===== config.mk =====
export PLATFORM = sky130hd
export DESIGN_NAME = tty_route_command_control
export DESIGN_NICKNAME = d
export VERILOG_FILES = /design/src/rtl/tty_route_pkg.sv /design/src/rtl/tty_route_command_control.sv /design/src/rtl/button_sync.sv /design/src/rtl/loop_monitor.sv
export VERILOG_INCLUDE_DIRS = /design/src /design/src/rtl
export SDC_FILE = /design/constraint.sdc
export NUM_CORES = 1
export LEC_CHECK = 0
export ABC_AREA = 1
export BUFFER_PORTS_ARGS = -buffer_cell sky130_fd_sc_hd__buf_2
export CAP_MARGIN = 40
export CORE_AREA = 2 2 241 243
export DETAILED_ROUTE_END_ITERATION = 12
export DIE_AREA = 0 0 243 245
export PLACE_DENSITY = 0.77
export SETUP_SLACK_MARGIN = 0.15
export SYNTH_ARGS = -nofsm -noshare
export SYNTH_HDL_FRONTEND = slang
export SYNTH_HIERARCHICAL = 1
export SYNTH_SLANG_ARGS = --single-unit
export TNS_END_PERCENT = 50

===== constraint.sdc =====
create_clock -name clk_sys_in -period 6.4 [get_ports clk_sys_in]
set_clock_uncertainty 0.05 [all_clocks]
set_input_delay 0.64 -clock clk_sys_in [delete_from_list [all_inputs] [get_ports clk_sys_in]]
set_output_delay 0.64 -clock clk_sys_in [all_outputs]
set_load 0.01 [all_outputs]

===== src/rtl/tty_route_defs.svh =====
// constants of the teletype routing command logic: sizes, indices, masks, offsets
`ifndef TTY_ROUTE_DEFS_SVH
`define TTY_ROUTE_DEFS_SVH
// panel population
`define NUM_SRC 22
`define NUM_LOAD 18
`define IDX_W 5
`define MAX_LOADS_PER_SRC 5'd15
// source indices used by name
`define SRC_TD1 5'd2
`define SRC_TD2 5'd3
// load indices used by name
`define LOAD_CH2 5'd11
`define LOAD_CH3 5'd12
// source classes: keyboards 0-1, tape readers 2-3
`define SRC_KB_MASK 22'h000003
`define SRC_TD_MASK 22'h00000c
`define SRC_REDBLACK_MASK 22'h00000f
// load classes
`define LOAD_CRYPTO_MASK 18'h00300
`define LOAD_NONSEC_MASK 18'h3c080
`define LOAD_BCAST_MASK 18'h01c00
`define LOAD_STEP_MASK 18'h02700
// synchroniser width and field positions
`define SYNC_W 66
`define SY_LOAD_LSB 22
`define SY_JOIN 40
`define SY_DROP 41
`define SY_DISCARD 42
`define SY_FRESET 43
`define SY_STATUS 44
`define SY_STEP_LSB 45
`define SY_A_OK 63
`define SY_B_OK 64
`define SY_POWER 65
// register byte offsets and reset values
`define REG_CTRL 4'h0
`define REG_STATUS 4'h4
`define CTRL_RESET 2'h0
`endif


===== src/rtl/tty_route_pkg.sv =====
// types shared by the teletype routing command logic
`default_nettype none
`include "tty_route_defs.svh"
package tty_route_pkg;
  // command interpreter states
  typedef enum logic {CTL_READY, CTL_LOCKOUT} ctl_state_t;
  // loop selection modes held in the control register
  typedef enum logic [1:0] {LOOP_AUTO, LOOP_FORCE_A, LOOP_FORCE_B} loop_mode_t;
  // whole state of the command interpreter
  typedef struct packed {
    ctl_state_t st;
    logic lockout;
    logic src_v;
    logic [4:0] src_idx;
    logic two_src;
    logic load_v;
    logic [4:0] load_idx;
    logic two_load;
    logic [17:0] rt_v;
    logic [17:0] rt_old;
    logic [17:0][4:0] rt_src;
    logic blank;
    logic flt_src_v;
    logic [4:0] flt_src;
    logic flt_load_v;
    logic [4:0] flt_load;
    logic [21:0] src_grn;
    logic [21:0] src_red;
    logic [21:0] src_yel;
    logic [17:0] ld_grn;
    logic [17:0] ld_red;
    logic [17:0] ld_yel;
    logic [1:0] td_step;
    logic [1:0] diag_tap;
    logic [1:0] loop_mode;
    logic av_wait;
    logic [31:0] av_rdata;
  } ctl_regs_t;
  // loop supervisor state
  typedef struct packed {
    logic use_b;
    logic fault;
  } loop_regs_t;
endpackage : tty_route_pkg
`default_nettype wire


===== src/rtl/tty_route_command_control.sv =====
// command interpreter, route table and panel indicators of the teletype switch
`default_nettype none
`include "tty_route_defs.svh"
module tty_route_command_control
  import tty_route_pkg::*;
(
  // clock, reset, enable
  input wire logic clk_sys_in,
  input wire logic rst_n_in,
  input wire logic en_in,
  // panel buttons, asynchronous
  input wire logic [21:0] src_btn_in,
  input wire logic [17:0] load_btn_in,
  input wire logic join_btn_in,
  input wire logic drop_btn_in,
  input wire logic discard_btn_in,
  input wire logic fault_reset_button_in,
  input wire logic status_btn_in,
  // equipment signals, asynchronous
  input wire logic [17:0] load_step_in,
  input wire logic loop_a_ok_in,
  input wire logic loop_b_ok_in,
  input wire logic power_restored_in,
  // avalon-mm slave
  input wire logic [3:0] avs_address_in,
  input wire logic avs_read_in,
  input wire logic avs_write_in,
  input wire logic [31:0] avs_writedata_in,
  input wire logic [3:0] avs_byteenable_in,
  output logic [31:0] avs_readdata_out,
  output logic avs_waitrequest_out,
  // panel indicators
  output logic [21:0] src_green_out,
  output logic [21:0] src_red_out,
  output logic [21:0] src_yellow_out,
  output logic [17:0] load_green_out,
  output logic [17:0] load_red_out,
  output logic [17:0] load_yellow_out,
  output logic lockout_out,
  // equipment steering
  output logic [1:0] td_step_out,
  output logic [1:0] diag_tap_out,
  output logic loop_b_active_out,
  output logic loop_fault_out
);
  ctl_regs_t q; // registered state
  ctl_regs_t d; // next state
  logic [`SYNC_W-1:0] sy_lvl; // synchronised levels
  logic [`SYNC_W-1:0] sy_rise; // one-cycle press pulses
  logic [17:0] cur_mask; // loads of selected source, retained routes excluded
  logic [17:0] all_mask; // every load of selected source
  logic [17:0] new_bit; // one-hot selected load
  logic [17:0] nxt_mask; // loads of source if the join went through, retained routes excluded
  logic [21:0][17:0] hit; // route table seen per source
  logic [21:0] src_used; // source carries at least one load
  logic [21:0] src_red_w; // red/black source feeds a black load
  logic [17:0] ld_red_w; // load is black and fed from red/black source
  logic [21:0] src_yel_w; // source marked faulty
  logic [17:0] ld_yel_w; // load marked faulty
  logic [17:0] step_td1; // step-capable loads feeding reader 1
  logic [17:0] step_td2; // step-capable loads feeding reader 2
  logic use_b; // loop supervisor outputs
  logic loop_fault;
  logic is_kb, is_td, is_rb; // class of selected source
  logic sel_bad, busy, mix, kb_bc, too_many, td_bad, viol; // join checks
  logic join_ev, drop_ev, discard_ev, reset_ev, pwr_ev, stat_lvl; // panel events
  logic stat_on; // status view active
  // class masks as named constants so that single bits can be picked
  localparam logic [17:0] LD_NONSEC = `LOAD_NONSEC_MASK, LD_STEP = `LOAD_STEP_MASK;
  localparam logic [21:0] SR_KB = `SRC_KB_MASK, SR_TD = `SRC_TD_MASK, SR_RB = `SRC_REDBLACK_MASK;

  // ones counter for class checks
  function automatic logic [4:0] count_ones(input logic [21:0] v);
    logic [4:0] c;
    c = 5'h00;
    for (int k = 0; k < 22; k++) begin
      c = c + {4'h0, v[k]};
    end
    return c;
  endfunction : count_ones

  // lowest set bit of a press vector
  function automatic logic [4:0] first_one(input logic [21:0] v);
    logic [4:0] f;
    f = 5'h00;
    for (int k = 21; k >= 0; k--) begin
      if (v[k]) begin
        f = 5'(k);
      end
    end
    return f;
  endfunction : first_one

  // every pin passes two flops before use
  button_sync #(.W(`SYNC_W)) u_sync (
    .clk_sys_in(clk_sys_in),
    .rst_n_in(rst_n_in),
    .en_in(en_in),
    .raw_in({power_restored_in, loop_b_ok_in, loop_a_ok_in, load_step_in, status_btn_in,
      fault_reset_button_in, discard_btn_in, drop_btn_in, join_btn_in, load_btn_in,
      src_btn_in}),
    .level_out(sy_lvl),
    .rise_out(sy_rise)
  );

  // loop supervisor, steered by the control register
  loop_monitor u_loop (
    .clk_sys_in(clk_sys_in),
    .rst_n_in(rst_n_in),
    .en_in(en_in),
    .mode_in(loop_mode_t'(q.loop_mode)),
    .a_ok_in(sy_lvl[`SY_A_OK]),
    .b_ok_in(sy_lvl[`SY_B_OK]),
    .use_b_out(use_b),
    .fault_out(loop_fault)
  );

  assign join_ev = sy_rise[`SY_JOIN];
  assign drop_ev = sy_rise[`SY_DROP];
  assign discard_ev = sy_rise[`SY_DISCARD];
  assign reset_ev = sy_rise[`SY_FRESET];
  assign pwr_ev = sy_rise[`SY_POWER];
  assign stat_lvl = sy_lvl[`SY_STATUS];
  assign stat_on = stat_lvl && q.src_v;

  // per-load view of the route table
  for (genvar i = 0; i < `NUM_LOAD; i++) begin : g_load
    assign all_mask[i] = q.rt_v[i] && (q.rt_src[i] == q.src_idx);
    assign cur_mask[i] = all_mask[i] && !q.rt_old[i];
    assign new_bit[i] = q.load_v && (q.load_idx == 5'(i));
    assign ld_red_w[i] = q.rt_v[i] && LD_NONSEC[i]
      && SR_RB[q.rt_src[i]];
    assign ld_yel_w[i] = q.lockout && q.flt_load_v && (q.flt_load == 5'(i));
    // step is only wired back from loads that provide one
    assign step_td1[i] = q.rt_v[i] && LD_STEP[i] && (q.rt_src[i] == `SRC_TD1)
      && sy_lvl[`SY_STEP_LSB + i];
    assign step_td2[i] = q.rt_v[i] && LD_STEP[i] && (q.rt_src[i] == `SRC_TD2)
      && sy_lvl[`SY_STEP_LSB + i];
  end

  // per-source view of the route table
  for (genvar j = 0; j < `NUM_SRC; j++) begin : g_src
    for (genvar i = 0; i < `NUM_LOAD; i++) begin : g_hit
      assign hit[j][i] = q.rt_v[i] && (q.rt_src[i] == 5'(j));
    end
    assign src_used[j] = |hit[j];
    assign src_red_w[j] = SR_RB[j] && |(hit[j] & `LOAD_NONSEC_MASK);
    assign src_yel_w[j] = q.lockout && q.flt_src_v && (q.flt_src == 5'(j));
  end

  // restriction checks; retained routes are left out of the counts
  assign nxt_mask = cur_mask | new_bit;
  assign is_kb = SR_KB[q.src_idx];
  assign is_td = SR_TD[q.src_idx];
  assign is_rb = is_kb || is_td;
  assign sel_bad = q.two_src || q.two_load || !q.src_v || !q.load_v;
  assign busy = q.load_v && q.rt_v[q.load_idx];
  assign mix = is_rb && |(nxt_mask & `LOAD_CRYPTO_MASK)
    && |(nxt_mask & `LOAD_NONSEC_MASK);
  assign kb_bc = is_kb && (count_ones({4'h0, nxt_mask & `LOAD_BCAST_MASK}) > 5'd1);
  assign too_many = count_ones({4'h0, nxt_mask}) > `MAX_LOADS_PER_SRC;
  assign td_bad = is_td && ((count_ones({4'h0, nxt_mask & `LOAD_BCAST_MASK}) > 5'd1)
    || (count_ones({4'h0, nxt_mask & `LOAD_STEP_MASK}) > 5'd1));
  assign viol = sel_bad || busy || mix || kb_bc || too_many || td_bad;

  // next state: commands, selections, display, register bus
  always_comb begin
    d = q;
    if (pwr_ev) begin
      // power return: keep routes but leave them out of the class and count checks of later joins
      d.blank = 1'b1;
      d.rt_old = q.rt_v;
    end else if (q.st == CTL_LOCKOUT) begin
      if (reset_ev) begin
        d.st = CTL_READY;
        d.flt_src_v = 1'b0;
        d.flt_load_v = 1'b0;
      end
    end else if (discard_ev) begin
      d.src_v = 1'b0;
      d.load_v = 1'b0;
      d.two_src = 1'b0;
      d.two_load = 1'b0;
    end else if (join_ev) begin
      d.src_v = 1'b0;
      d.load_v = 1'b0;
      d.two_src = 1'b0;
      d.two_load = 1'b0;
      d.blank = 1'b0;
      if (viol) begin
        // refuse the command and mark the buttons involved
        d.st = CTL_LOCKOUT;
        d.flt_src_v = q.src_v;
        d.flt_src = q.src_idx;
        d.flt_load_v = q.load_v;
        d.flt_load = q.load_idx;
      end else begin
        // new route, or one more load on an existing source
        d.rt_v[q.load_idx] = 1'b1;
        d.rt_old[q.load_idx] = 1'b0;
        d.rt_src[q.load_idx] = q.src_idx;
      end
    end else if (drop_ev) begin
      d.src_v = 1'b0;
      d.load_v = 1'b0;
      d.two_src = 1'b0;
      d.two_load = 1'b0;
      d.blank = 1'b0;
      if (q.load_v && !q.two_load) begin
        d.rt_v[q.load_idx] = 1'b0;
        d.rt_old[q.load_idx] = 1'b0;
      end
    end else begin
      // latch presses; a second press of the same kind is remembered
      if (|sy_rise[21:0]) begin
        d.two_src = q.two_src || q.src_v || (count_ones(sy_rise[21:0]) > 5'd1);
        d.src_v = 1'b1;
        d.src_idx = first_one(sy_rise[21:0]);
      end
      if (|sy_rise[39:22]) begin
        d.two_load = q.two_load || q.load_v
          || (count_ones({4'h0, sy_rise[39:22]}) > 5'd1);
        d.load_v = 1'b1;
        d.load_idx = first_one({4'h0, sy_rise[39:22]});
      end
    end
    d.lockout = (d.st == CTL_LOCKOUT);
    // green and red indicators follow the table; status narrows them, blank hides them
    if (q.blank) begin
      d.src_grn = '0;
      d.ld_grn = '0;
      d.src_red = '0;
      d.ld_red = '0;
    end else if (stat_on) begin
      d.src_grn = src_used & (22'(1) << q.src_idx);
      d.ld_grn = all_mask;
      d.src_red = src_red_w & (22'(1) << q.src_idx);
      d.ld_red = ld_red_w & all_mask;
    end else begin
      d.src_grn = src_used;
      d.ld_grn = q.rt_v;
      d.src_red = src_red_w;
      d.ld_red = ld_red_w;
    end
    d.src_yel = src_yel_w;
    d.ld_yel = ld_yel_w;
    d.td_step = {|step_td2, |step_td1};
    d.diag_tap = {q.rt_v[`LOAD_CH3], q.rt_v[`LOAD_CH2]};
    // avalon slave: one wait cycle, write commits when waitrequest is low
    d.av_wait = !((avs_read_in || avs_write_in) && q.av_wait);
    if (avs_write_in && !q.av_wait && avs_address_in == `REG_CTRL && avs_byteenable_in[0]) begin
      d.loop_mode = avs_writedata_in[1:0];
    end
    if (avs_read_in && q.av_wait) begin
      unique case (avs_address_in)
        `REG_CTRL: d.av_rdata = {30'h0, q.loop_mode};
        `REG_STATUS: d.av_rdata = {19'h0, count_ones({4'h0, q.rt_v}), 4'h0, q.blank,
          loop_fault, use_b, q.lockout};
        default: d.av_rdata = 32'h0; // unmapped reads as zero
      endcase
    end
  end

  // state register; reset gives ready, empty table, loop auto
  always_ff @(posedge clk_sys_in or negedge rst_n_in) begin
    if (!rst_n_in) begin
      q <= '0;
      q.av_wait <= 1'b1;
      q.loop_mode <= `CTRL_RESET;
    end else if (en_in) begin
      q <= d;
    end
  end

  assign avs_readdata_out = q.av_rdata;
  assign avs_waitrequest_out = q.av_wait;
  assign src_green_out = q.src_grn;
  assign src_red_out = q.src_red;
  assign src_yellow_out = q.src_yel;
  assign load_green_out = q.ld_grn;
  assign load_red_out = q.ld_red;
  assign load_yellow_out = q.ld_yel;
  assign lockout_out = q.lockout;
  assign td_step_out = q.td_step;
  assign diag_tap_out = q.diag_tap;
  assign loop_b_active_out = use_b;
  assign loop_fault_out = loop_fault;

  logic ready_cmd;
  assign ready_cmd = en_in && !pwr_ev && q.st == CTL_READY;
endmodule : tty_route_command_control
`default_nettype wire


===== src/rtl/button_sync.sv =====
// two-flop synchroniser with registered rising-edge pulses for panel inputs
`default_nettype none
module button_sync #(
  parameter int W = 66
) (
  // clock, reset, enable
  input wire logic clk_sys_in,
  input wire logic rst_n_in,
  input wire logic en_in,
  // raw pins and clean outputs
  input wire logic [W-1:0] raw_in,
  output logic [W-1:0] level_out,
  output logic [W-1:0] rise_out
);
  // stage one is read only by stage two
  typedef struct packed {
    logic [W-1:0] s1;
    logic [W-1:0] s2;
    logic [W-1:0] s3; // previous settled level, for edge detection
    logic [W-1:0] rise;
  } sync_regs_t;
  sync_regs_t q;
  sync_regs_t d;

  // next state: shift and mark new highs
  always_comb begin
    d = q;
    d.s1 = raw_in;
    d.s2 = q.s1;
    d.s3 = q.s2;
    // edge taken between settled stages, so stage one feeds stage two alone
    d.rise = q.s2 & ~q.s3;
  end

  // registers frozen while enable is low
  always_ff @(posedge clk_sys_in or negedge rst_n_in) begin
    if (!rst_n_in) begin
      q <= '0;
    end else if (en_in) begin
      q <= d;
    end
  end

  assign level_out = q.s2;
  assign rise_out = q.rise;
endmodule : button_sync
`default_nettype wire


===== src/rtl/loop_monitor.sv =====
// redundant loop supervisor: automatic changeover or forced choice
`default_nettype none
module loop_monitor
  import tty_route_pkg::*;
(
  // clock, reset, enable
  input wire logic clk_sys_in,
  input wire logic rst_n_in,
  input wire logic en_in,
  // mode and loop health, already synchronised
  input wire tty_route_pkg::loop_mode_t mode_in,
  input wire logic a_ok_in,
  input wire logic b_ok_in,
  // active loop and fault flag
  output logic use_b_out,
  output logic fault_out
);
  loop_regs_t q;
  loop_regs_t d;

  // choose loop; a degraded active loop hands over only to a healthy one
  always_comb begin
    d = q;
    d.fault = !a_ok_in || !b_ok_in;
    unique case (mode_in)
      LOOP_FORCE_A: d.use_b = 1'b0;
      LOOP_FORCE_B: d.use_b = 1'b1;
      default: begin
        // code 3 also lands here and behaves as automatic
        if (q.use_b && !b_ok_in && a_ok_in) begin
          d.use_b = 1'b0;
        end else if (!q.use_b && !a_ok_in && b_ok_in) begin
          d.use_b = 1'b1;
        end
      end
    endcase
  end

  // state register
  always_ff @(posedge clk_sys_in or negedge rst_n_in) begin
    if (!rst_n_in) begin
      q <= '0;
    end else if (en_in) begin
      q <= d;
    end
  end

  assign use_b_out = q.use_b;
  assign fault_out = q.fault;
endmodule : loop_monitor
`default_nettype wire


Yosys cells after proc, flatten, opt, wreduce, memory -nomap -nowiden
Memory sizes are Yosys's and may differ from the RTL's.
Cells that the tools add are included.
Widths: inputs -> output; s select.
{"block": "classes", "shifts": 1, "order_cmp": 13, "n_addsub": 77, "n_eq_ne": 460, "n_mux": 103, "reduce_logical": 641, "bitwise": 15}
{"cell": "$eq 5x4->1 const B", "n": 168}
{"cell": "$mux 126", "n": 5}
{"cell": "$eq 5x5->1 const B", "n": 118}
{"cell": "$logic_and 1x1->1", "n": 522}
{"cell": "$eq 5x3->1 const B", "n": 84}
{"cell": "$reduce_or 18->1", "n": 23}
{"cell": "$add 5x1->5", "n": 56}
{"cell": "$eq 5x2->1 const B", "n": 42}
{"cell": "$mux 5", "n": 41}
{"cell": "$mux 36", "n": 4}
{"cell": "$mux 121", "n": 1}
{"cell": "$mux 109", "n": 1}
{"cell": "$eq 5x1->1 const B", "n": 21}
{"cell": "$logic_not 5->1", "n": 21}
{"cell": "$bwmux 90", "n": 1}
{"cell": "$eq 5x5->1", "n": 18}
{"cell": "$mux 90", "n": 1}
{"cell": "$mux 44", "n": 2}
{"cell": "$and 66x66->66", "n": 1}
{"cell": "$not 66->66", "n": 1}
{"cell": "$and 18x18->18", "n": 3}
{"cell": "$mux 7", "n": 7}
{"cell": "$lt 5x6->1 const B", "n": 7}
{"cell": "$mux 37", "n": 1}
{"cell": "other kinds (46)", "n": 161}
{"block": "totals", "ff_bits": 579, "n_memories": 7, "input_bits": 111, "out_inout_bits": 160, "romBits": 224}
{"name": "(name not given)", "depth": 32, "width": 1, "rd": 1, "rd_clocked_by_memory_dff": 0, "wr": 0, "line_no": "tty_route_command_control.sv:154", "source": "assign is_td = SR_TD[q.src_idx];"}
{"name": "(name not given)", "depth": 32, "width": 1, "rd": 1, "rd_clocked_by_memory_dff": 0, "wr": 0, "line_no": "tty_route_command_control.sv:153", "source": "assign is_kb = SR_KB[q.src_idx];"}
{"name": "(name not given)", "depth": 32, "width": 1, "rd": 1, "rd_clocked_by_memory_dff": 0, "wr": 0, "line_no": "tty_route_command_control.sv:132", "source": "&& SR_RB[q.rt_src[i]];"}
{"name": "(name not given)", "depth": 32, "width": 1, "rd": 1, "rd_clocked_by_memory_dff": 0, "wr": 0, "line_no": "tty_route_command_control.sv:132"}
{"name": "(name not given)", "depth": 32, "width": 1, "rd": 1, "rd_clocked_by_memory_dff": 0, "wr": 0, "line_no": "tty_route_command_control.sv:132"}
{"name": "(name not given)", "depth": 32, "width": 1, "rd": 1, "rd_clocked_by_memory_dff": 0, "wr": 0, "line_no": "tty_route_command_control.sv:132"}
{"name": "+1 memories"}

Longest topological paths before layout
Gate-level depths: netlist of the first run.
{"block": "depth", "word_depth": 33, "depth_mapped": 34, "ltp_nobuf": 29}

Hierarchy
Netlist of the first run, hierarchy kept.
{"mod": "tty_route_command_control", "cells_each": 2775, "area_per_inst_um2": 19829.0, "instances": 1}
{"mod": "button_sync", "cells_each": 1246, "area_per_inst_um2": 11038.1, "instances": 1}
{"mod": "loop_monitor", "cells_each": 22, "area_per_inst_um2": 166.4, "instances": 1}

Worst setup path before layout of the first run
Ideal clock, no wire load.
{"block": "synth_timing", "path_type": "register to register", "start": "register q[307] (netlist bit)", "end": "register with a tool-made name", "path_slack_ns": -0.347, "setup_ns": 0.065, "required_time_ns": 6.285, "t_arrival_ns": 6.632, "stages_incl_launch_ff": 27, "path_cell_list": "dfrtp_1 buf_2 buf_1 o22ai_1 or4_1 o32ai_1 fa_1 fa_1 fa_1 inv_1 fa_1 inv_1 fa_1 ha_1 fa_1 nand2_1 inv_1 o21ai_0 o211a_1 o2111ai_1 a21oi_2 nor2b_1 nand4_2 buf_4 nor2_2 nand2_1 nand2_1"}
{"item": "start: declaration", "line_no": "tty_route_command_control.sv:46", "source": "ctl_regs_t q;"}

==> results of run 1 <==
metal layers:
metal | part of all wire, % | global-route usage [%] | wire length [um] | vias to the layer above
li1 | - | - | - | 12028
met1 | 40 | 43.5 | 41300 | 12443
met2 | 46 | 56.4 | 47800 | 1136
met3 | 7.1 | 5.97 | 7300 | 286
met4 | 6.3 | 17.9 | 6450 | 2
met5 | 0.011 | 0 | 11 | -
final cells by class:
class / instances / area, um2 / share of cell area, %
clock buffer: 66 / 1360 / 4.28
clock inverter: 23 / 360 / 1.13
inverter: 426 / 1620 / 5.09
multi-input combinational: 2502 / 13200 / 41.6
sequential: 455 / 11400 / 35.9
tap: 765 / 957 / 3.01
timing repair buffer: 389 / 2850 / 8.97
worst max-delay path, cell delays in order, from the launching register on:
cell and delay [ps]:
dfrtp_2 500, buf_6 160, xnor2_2 140, o221ai_2 100, or4_4 550, o32ai_4 320, fa_1 470, fa_1 490
fa_1 510, inv_2 40, fa_1 490, inv_1 50, fa_1 460, ha_2 200, fa_2 370, nand2_1 60
inv_1 40, o21ai_2 120, o211a_1 190, o2111ai_2 100, a21oi_2 150, buf_4 140, nand3_4 90, nand2_8 140
clkbuf_16 180, nand4_4 180, nand2_1 130, nand2_1 60
where the power goes:
group / leakage, nW / internal [mW] / switching (mW)
clock: 0.823 / 1.79 / 1.24
sequential: 6.04 / 3.20 / 0.344
combinational: 9.19 / 1.47 / 2.63
what timing repair did:
action	4_1_cts	5_1_grt
cloned	2	2
setup endpoints to repair	139	139
gates resized for setup	31	49
buffers inserted	10	9
pin swaps	6	23
through the flow:
stage	setup TNS [ps]	cell area, um2
after global placement	-21790	29200
after detailed placement	-32480	29300
final	-20170	31800
after CTS	-3100	31400
after global routing	-51040	31800
after floorplan	0	28200
cell usage in the layout, fill, tap and decap left out, types with 30 or more instances in the layout:
master / n
nor4_1: 34
clkbuf_16: 51
a21oi_1: 30
ha_1: 35
nand3_1: 131
buf_4: 184
nor2_1: 258
buf_2: 170
conb_1: 54
nor3_1: 66
o21ai_0: 186
nand2_1: 1195
o22ai_1: 158
nand4_1: 49
dfrtp_1: 453
fa_1: 51
inv_1: 410
final timing paths:
check                               start  slack (ps)             to
setup / recovery                   q[310]        -220           flop
hold / removal                   rst_n_in          10         q[167]
max in group asynchronous        rst_n_in        5120  u_sync/d[187]
hold reg to reg             u_sync/d[145]         420  u_sync/d[145]
setup reg to reg                   q[310]        -220           flop
min in group clk_sys_in    load_btn_in[1]         180  u_sync/d[155]
==> results.cfg, run 1 <==
[floorplanning]
std_cell_rows = 88
initial_core_util_pct = 48.8
die_y_um = 245
io_pins = 271
coreArea_um2 = 57000
dieArea_um2 = 59500
die_x_um = 243

[pwr]
p_per_area_nw_per_um2 = 336
power_mw = 10.7
ir_worst_vdd_mv = 0.310
power_leakage_nw = 16.0

[cells_and_area]
antenna_cells = 0
syn2layout_area_growth_pct = 14.1
fin_util_pct = 55.7
layout.cells.non_filler = 4626
fillers = 5278
drive_gt1_share_pct = 15.0
layout.nets = 4022

[sta]
hold_ws_ps = 10.8
fin_ws_ps = -219
fin_crit_sh_pct = 103
relSlewSlack_pct = 36.4
slew_viol_final = 0
finalHoldViolCount = 0
setup_violations = 138
final.min_clock_period_ps = 6620
rsz0062_at_grt = yes
worst_pin_slew_ps = 949
fmax_mhz = 151

[clock_tree]
hold_buffers = 0
clk_path_buf_depth = 3
numCtsBuffers = 49
cts_sinks = 455
cts_tree = yes
cts_max_level = 2
clock_latency_ps = 610
clkTransAtPathRegs_ps = 60
root_buffer = clkbuf_16

[hold_path]
hp-class = primary input to asynchronous set/reset pin

[routing]
dr.pass1.iters = 6
num_vias = 25895
detail_route.wl_per_cell_um = 22.2
via_per_inst = 5.60
drt_iter0_markers = 2603
postRouteWirelength_um = 103000
drtAntennaViolNets = 0
drc_errors = 0

[yosys]
postSynthAreaPerCell_um2 = 7.56
synth_warnings = 6
syn_area_um2 = 27800
syn_inst = 3679

[place]
place_ws_ps = -379
dpl.hpwl_um = 80500
portBuffers = 169
gp_congestion = 1.10
dp_cells = 4513

[run_status]
failed_checks = setup timing
outcome = finished, violations left

[global_routing]
grt_remaining_overflow = 0
grt_max_degree = 123
antenna_found_initial = 1
grt.total_usage_pct = 34.3
grt_pass1_vias = 25143
grt_pass1_wl_um = 154000

[worst_setup_path]
setup.worst_path.class = flop to flop
required_ps = 6840
worst_setup_path_end_kind = flop
reg2regPathDepth = 27
critPathLaunchType = flop
critPathArrivalTime_ps = 7060
critPathMaxFanout = 6

[job]
maxCapViolations = 0
No activity file was read; power rests on OpenSTA's default activity.
==> run 2: changes to the inputs <==
--- a/config.mk
+++ b/config.mk
@@ -9,13 +9,12 @@
 export ABC_AREA = 1
 export BUFFER_PORTS_ARGS = -buffer_cell sky130_fd_sc_hd__buf_2
 export CAP_MARGIN = 40
-export CORE_AREA = 2 2 241 243
+export CORE_AREA = 2 2 225 227
 export DETAILED_ROUTE_END_ITERATION = 12
-export DIE_AREA = 0 0 243 245
-export PLACE_DENSITY = 0.77
+export DIE_AREA = 0 0 227 229
+export PLACE_DENSITY = 0.76
 export SETUP_SLACK_MARGIN = 0.15
 export SYNTH_ARGS = -nofsm -noshare
 export SYNTH_HDL_FRONTEND = slang
-export SYNTH_HIERARCHICAL = 1
 export SYNTH_SLANG_ARGS = --single-unit
 export TNS_END_PERCENT = 50
==> results.cfg, run 2 <==
[run_status]
outcome = finished, violations left
failed_checks = setup timing

[clock_tree]
clkTransAtPathRegs_ps = 60
cts_sinks = 455
clk_path_buf_depth = 3
root_buffer = clkbuf_16
cts_max_level = 2
clock_latency_ps = 620
numCtsBuffers = 48
cts_tree = yes

[pwr]
internal_power_mw = 6.08
seqPwrFrac_pct = 34.9
p_switching_mw = 3.78
p_comb_share_pct = 35.8
pwr-share-clk_pct = 29.3
ir_worst_vdd_mv = 0.313
swShare_pct = 38.4
p_per_area_nw_per_um2 = 319
power_leakage_nw = 14.9

[yosys]
synth_compound_area_share_pct = 15.9
synth.distinct_cells = 65
syn_area_um2 = 26500
synthAdderAreaFrac_pct = 5.62
ys.flop_type = dfrtp_1
synthArstFlopShare_pct = 100
synthTopCellsByArea = dfrtp_1 43%, nand2_1 12%, inv_1 6.1%, o21ai_0 5.8%, o22ai_1 5.1%
yosys.cell_count.top_type = nand2_1
syn_inst = 3364
synth.area.mux_share_pct = 0.0377
synth_simple_gate_area_share_pct = 21.9
postSynthAreaPerCell_um2 = 7.89
ys_ff_latch = 455
synth_warnings = 0
ys_seq_area_share_pct = 42.9
synth_common_cells = 833 x nand2_1, 454 x dfrtp_1, 433 x inv_1
synth-edff-count = 0
synthXorXnorAreaFrac_pct = 1.09
synth_top_family_by_area = simple AND/OR/NAND/NOR gates
synth_top_area_share_pct = 42.8
synth_top_area_cell = dfrtp_1

[cells_and_area]
drive_gt1_share_pct = 16.1
layout.cells.non_filler = 4308
antenna_cells = 0
final_common_cell = nand2_1
layout.nets = 3797
layout_common_cells = 818 x nand2_1, 450 x dfrtp_1, 427 x inv_1
final_cell_area_um2 = 30900
syn2layout_area_growth_pct = 16.5

[global_routing]
grt_remaining_overflow = 0
antenna_found_initial = 1
grt_pass1_vias = 24516
grt.total_usage_pct = 40.1
grt_pass1_wl_um = 154000
grt_max_degree = 145

[place]
dpl.hpwl_um = 80600
dpl-instance-area_um2 = 28500
dp_cells = 4185
portBuffers = 169
gp_congestion = 1.06

[hold_path]
hp-class = primary input to flop

[sta]
fin_crit_sh_pct = 106
rsz0062_at_grt = yes
fmax_mhz = 147
setup_violations = 138
tns_ps = -31440
final.min_clock_period_ps = 6790
slew_viol_final = 0
fin_ws_ps = -387
worst_pin_slew_ps = 1010
finalHoldViolCount = 0
relSlewSlack_pct = 32.0

[worst_setup_path]
cp_slowest_cell = fa_1
setup.worst_path.class = flop to flop
critPathMaxFanout = 8
worst_setup_path_end_kind = flop
critPathLaunchType = flop
worst_path_largest_cell_delay_ps = 570
path_common_cell = fa_1
required_ps = 6880
critPathArrivalTime_ps = 7260

[routing]
postRouteWirelength_um = 105000
drt_iter0_markers = 2683
num_vias = 25506
drtAntennaViolNets = 0
drc_errors = 0
via_per_inst = 5.92
detail_route.wl_per_cell_um = 24.4
dr.pass1.iters = 8

[floorplanning]
io_pins = 271
coreArea_um2 = 49700
die_y_um = 229
std_cell_rows = 82
die_x_um = 227
dieArea_um2 = 52000
initial_core_util_pct = 53.4

[job]
maxCapViolations = 0
-- run 2: cell type report --
class / count / area (um2)
timing repair buffer: 388 / 2890
fill: 4245 / 18700
clock buffer: 67 / 1380
inverter: 441 / 1670
clock inverter: 21 / 251
sequential: 455 / 11400
multi-input combinational: 2264 / 12500
tap: 672 / 841
-- run 2: kinds of logic after synthesis --
| family | Yosys count |
|---|---|
| buffers and inverters | 705 |
| and+or+nand+nor | 1368 |
| AOI/OAI and AO/OA | 713 |
| adders and majority gates | 88 |
| other | 1 |
| DFF | 455 |
| xor gates and xnor gates | 33 |
| muxes | 1 |
-- run 2: per-stage QoR --
step / utilization [%] / power (mW) / worst slack, ps / hold slack, ps
after floorplan: - / 5.33 / 167 / 294
after global placement: 57.2 / 6.61 / -321 / 388
after detailed placement: 57.3 / 6.69 / -382 / 394
after CTS: 61.2 / 9.68 / -183 / 161
after global routing: 62.3 / 10.3 / -595 / 177
final: 62.3 / 9.86 / -387 / 180
-- run 2: power groups by stage --
stage               registers, mW  logic, mW  clock network [mW]
finish                       3.44       3.53                2.89
global route                 3.47       3.80                3.02
CTS                          3.43       3.35                2.91
detailed placement           3.48       3.21                   0
global placement             3.46       3.15                   0
floorplan                    3.39       1.94                   0
-- run 2: routing by layer --
| layer | up-vias | track usage (%) | part of all wire [%] |
|---|---|---|---|
| li1 | 11436 | - | - |
| met1 | 12359 | 53.1 | 39 |
| met2 | 1374 | 63.4 | 46 |
| met3 | 337 | 6.02 | 7.7 |
| met4 | 0 | 22.0 | 7.1 |
| met5 | - | 0 | 0 |
-- run 2: what timing repair did --
action	4_1_cts	5_1_grt
setup endpoints to repair	139	139
setup buffers	9	8
hold endpoints to repair	74	0
cloned	3	14
hold buffers	1	0
pin swaps	21	31
gates resized for setup	39	104
-- run 2: worst max-delay path: cells and delay by family (launching register included) --
family | cells | cell delay [ps]
AOI/OAI and AO/OA | 9 | 1280
adders and majority gates | 6 | 2520
buffers and inverters | 10 | 1330
DFF | 1 | 500
and+or+nand+nor | 7 | 990
-- run 2: final timing paths --
path,end,startpoint,depth (start not counted),slack [ps]
worst min register to register,u_sync.rise_out[34],u_sync.q[100],1,400
worst min-delay path,u_sync.d[162],load_btn_in[8],3,180
max in group asynchronous,u_sync.d[144],rst_n_in,3,4460
worst max register to register,flop,q[310],32,-390
min in group asynchronous,src_green_out[8],rst_n_in,2,570
worst max-delay path,flop,q[310],32,-390
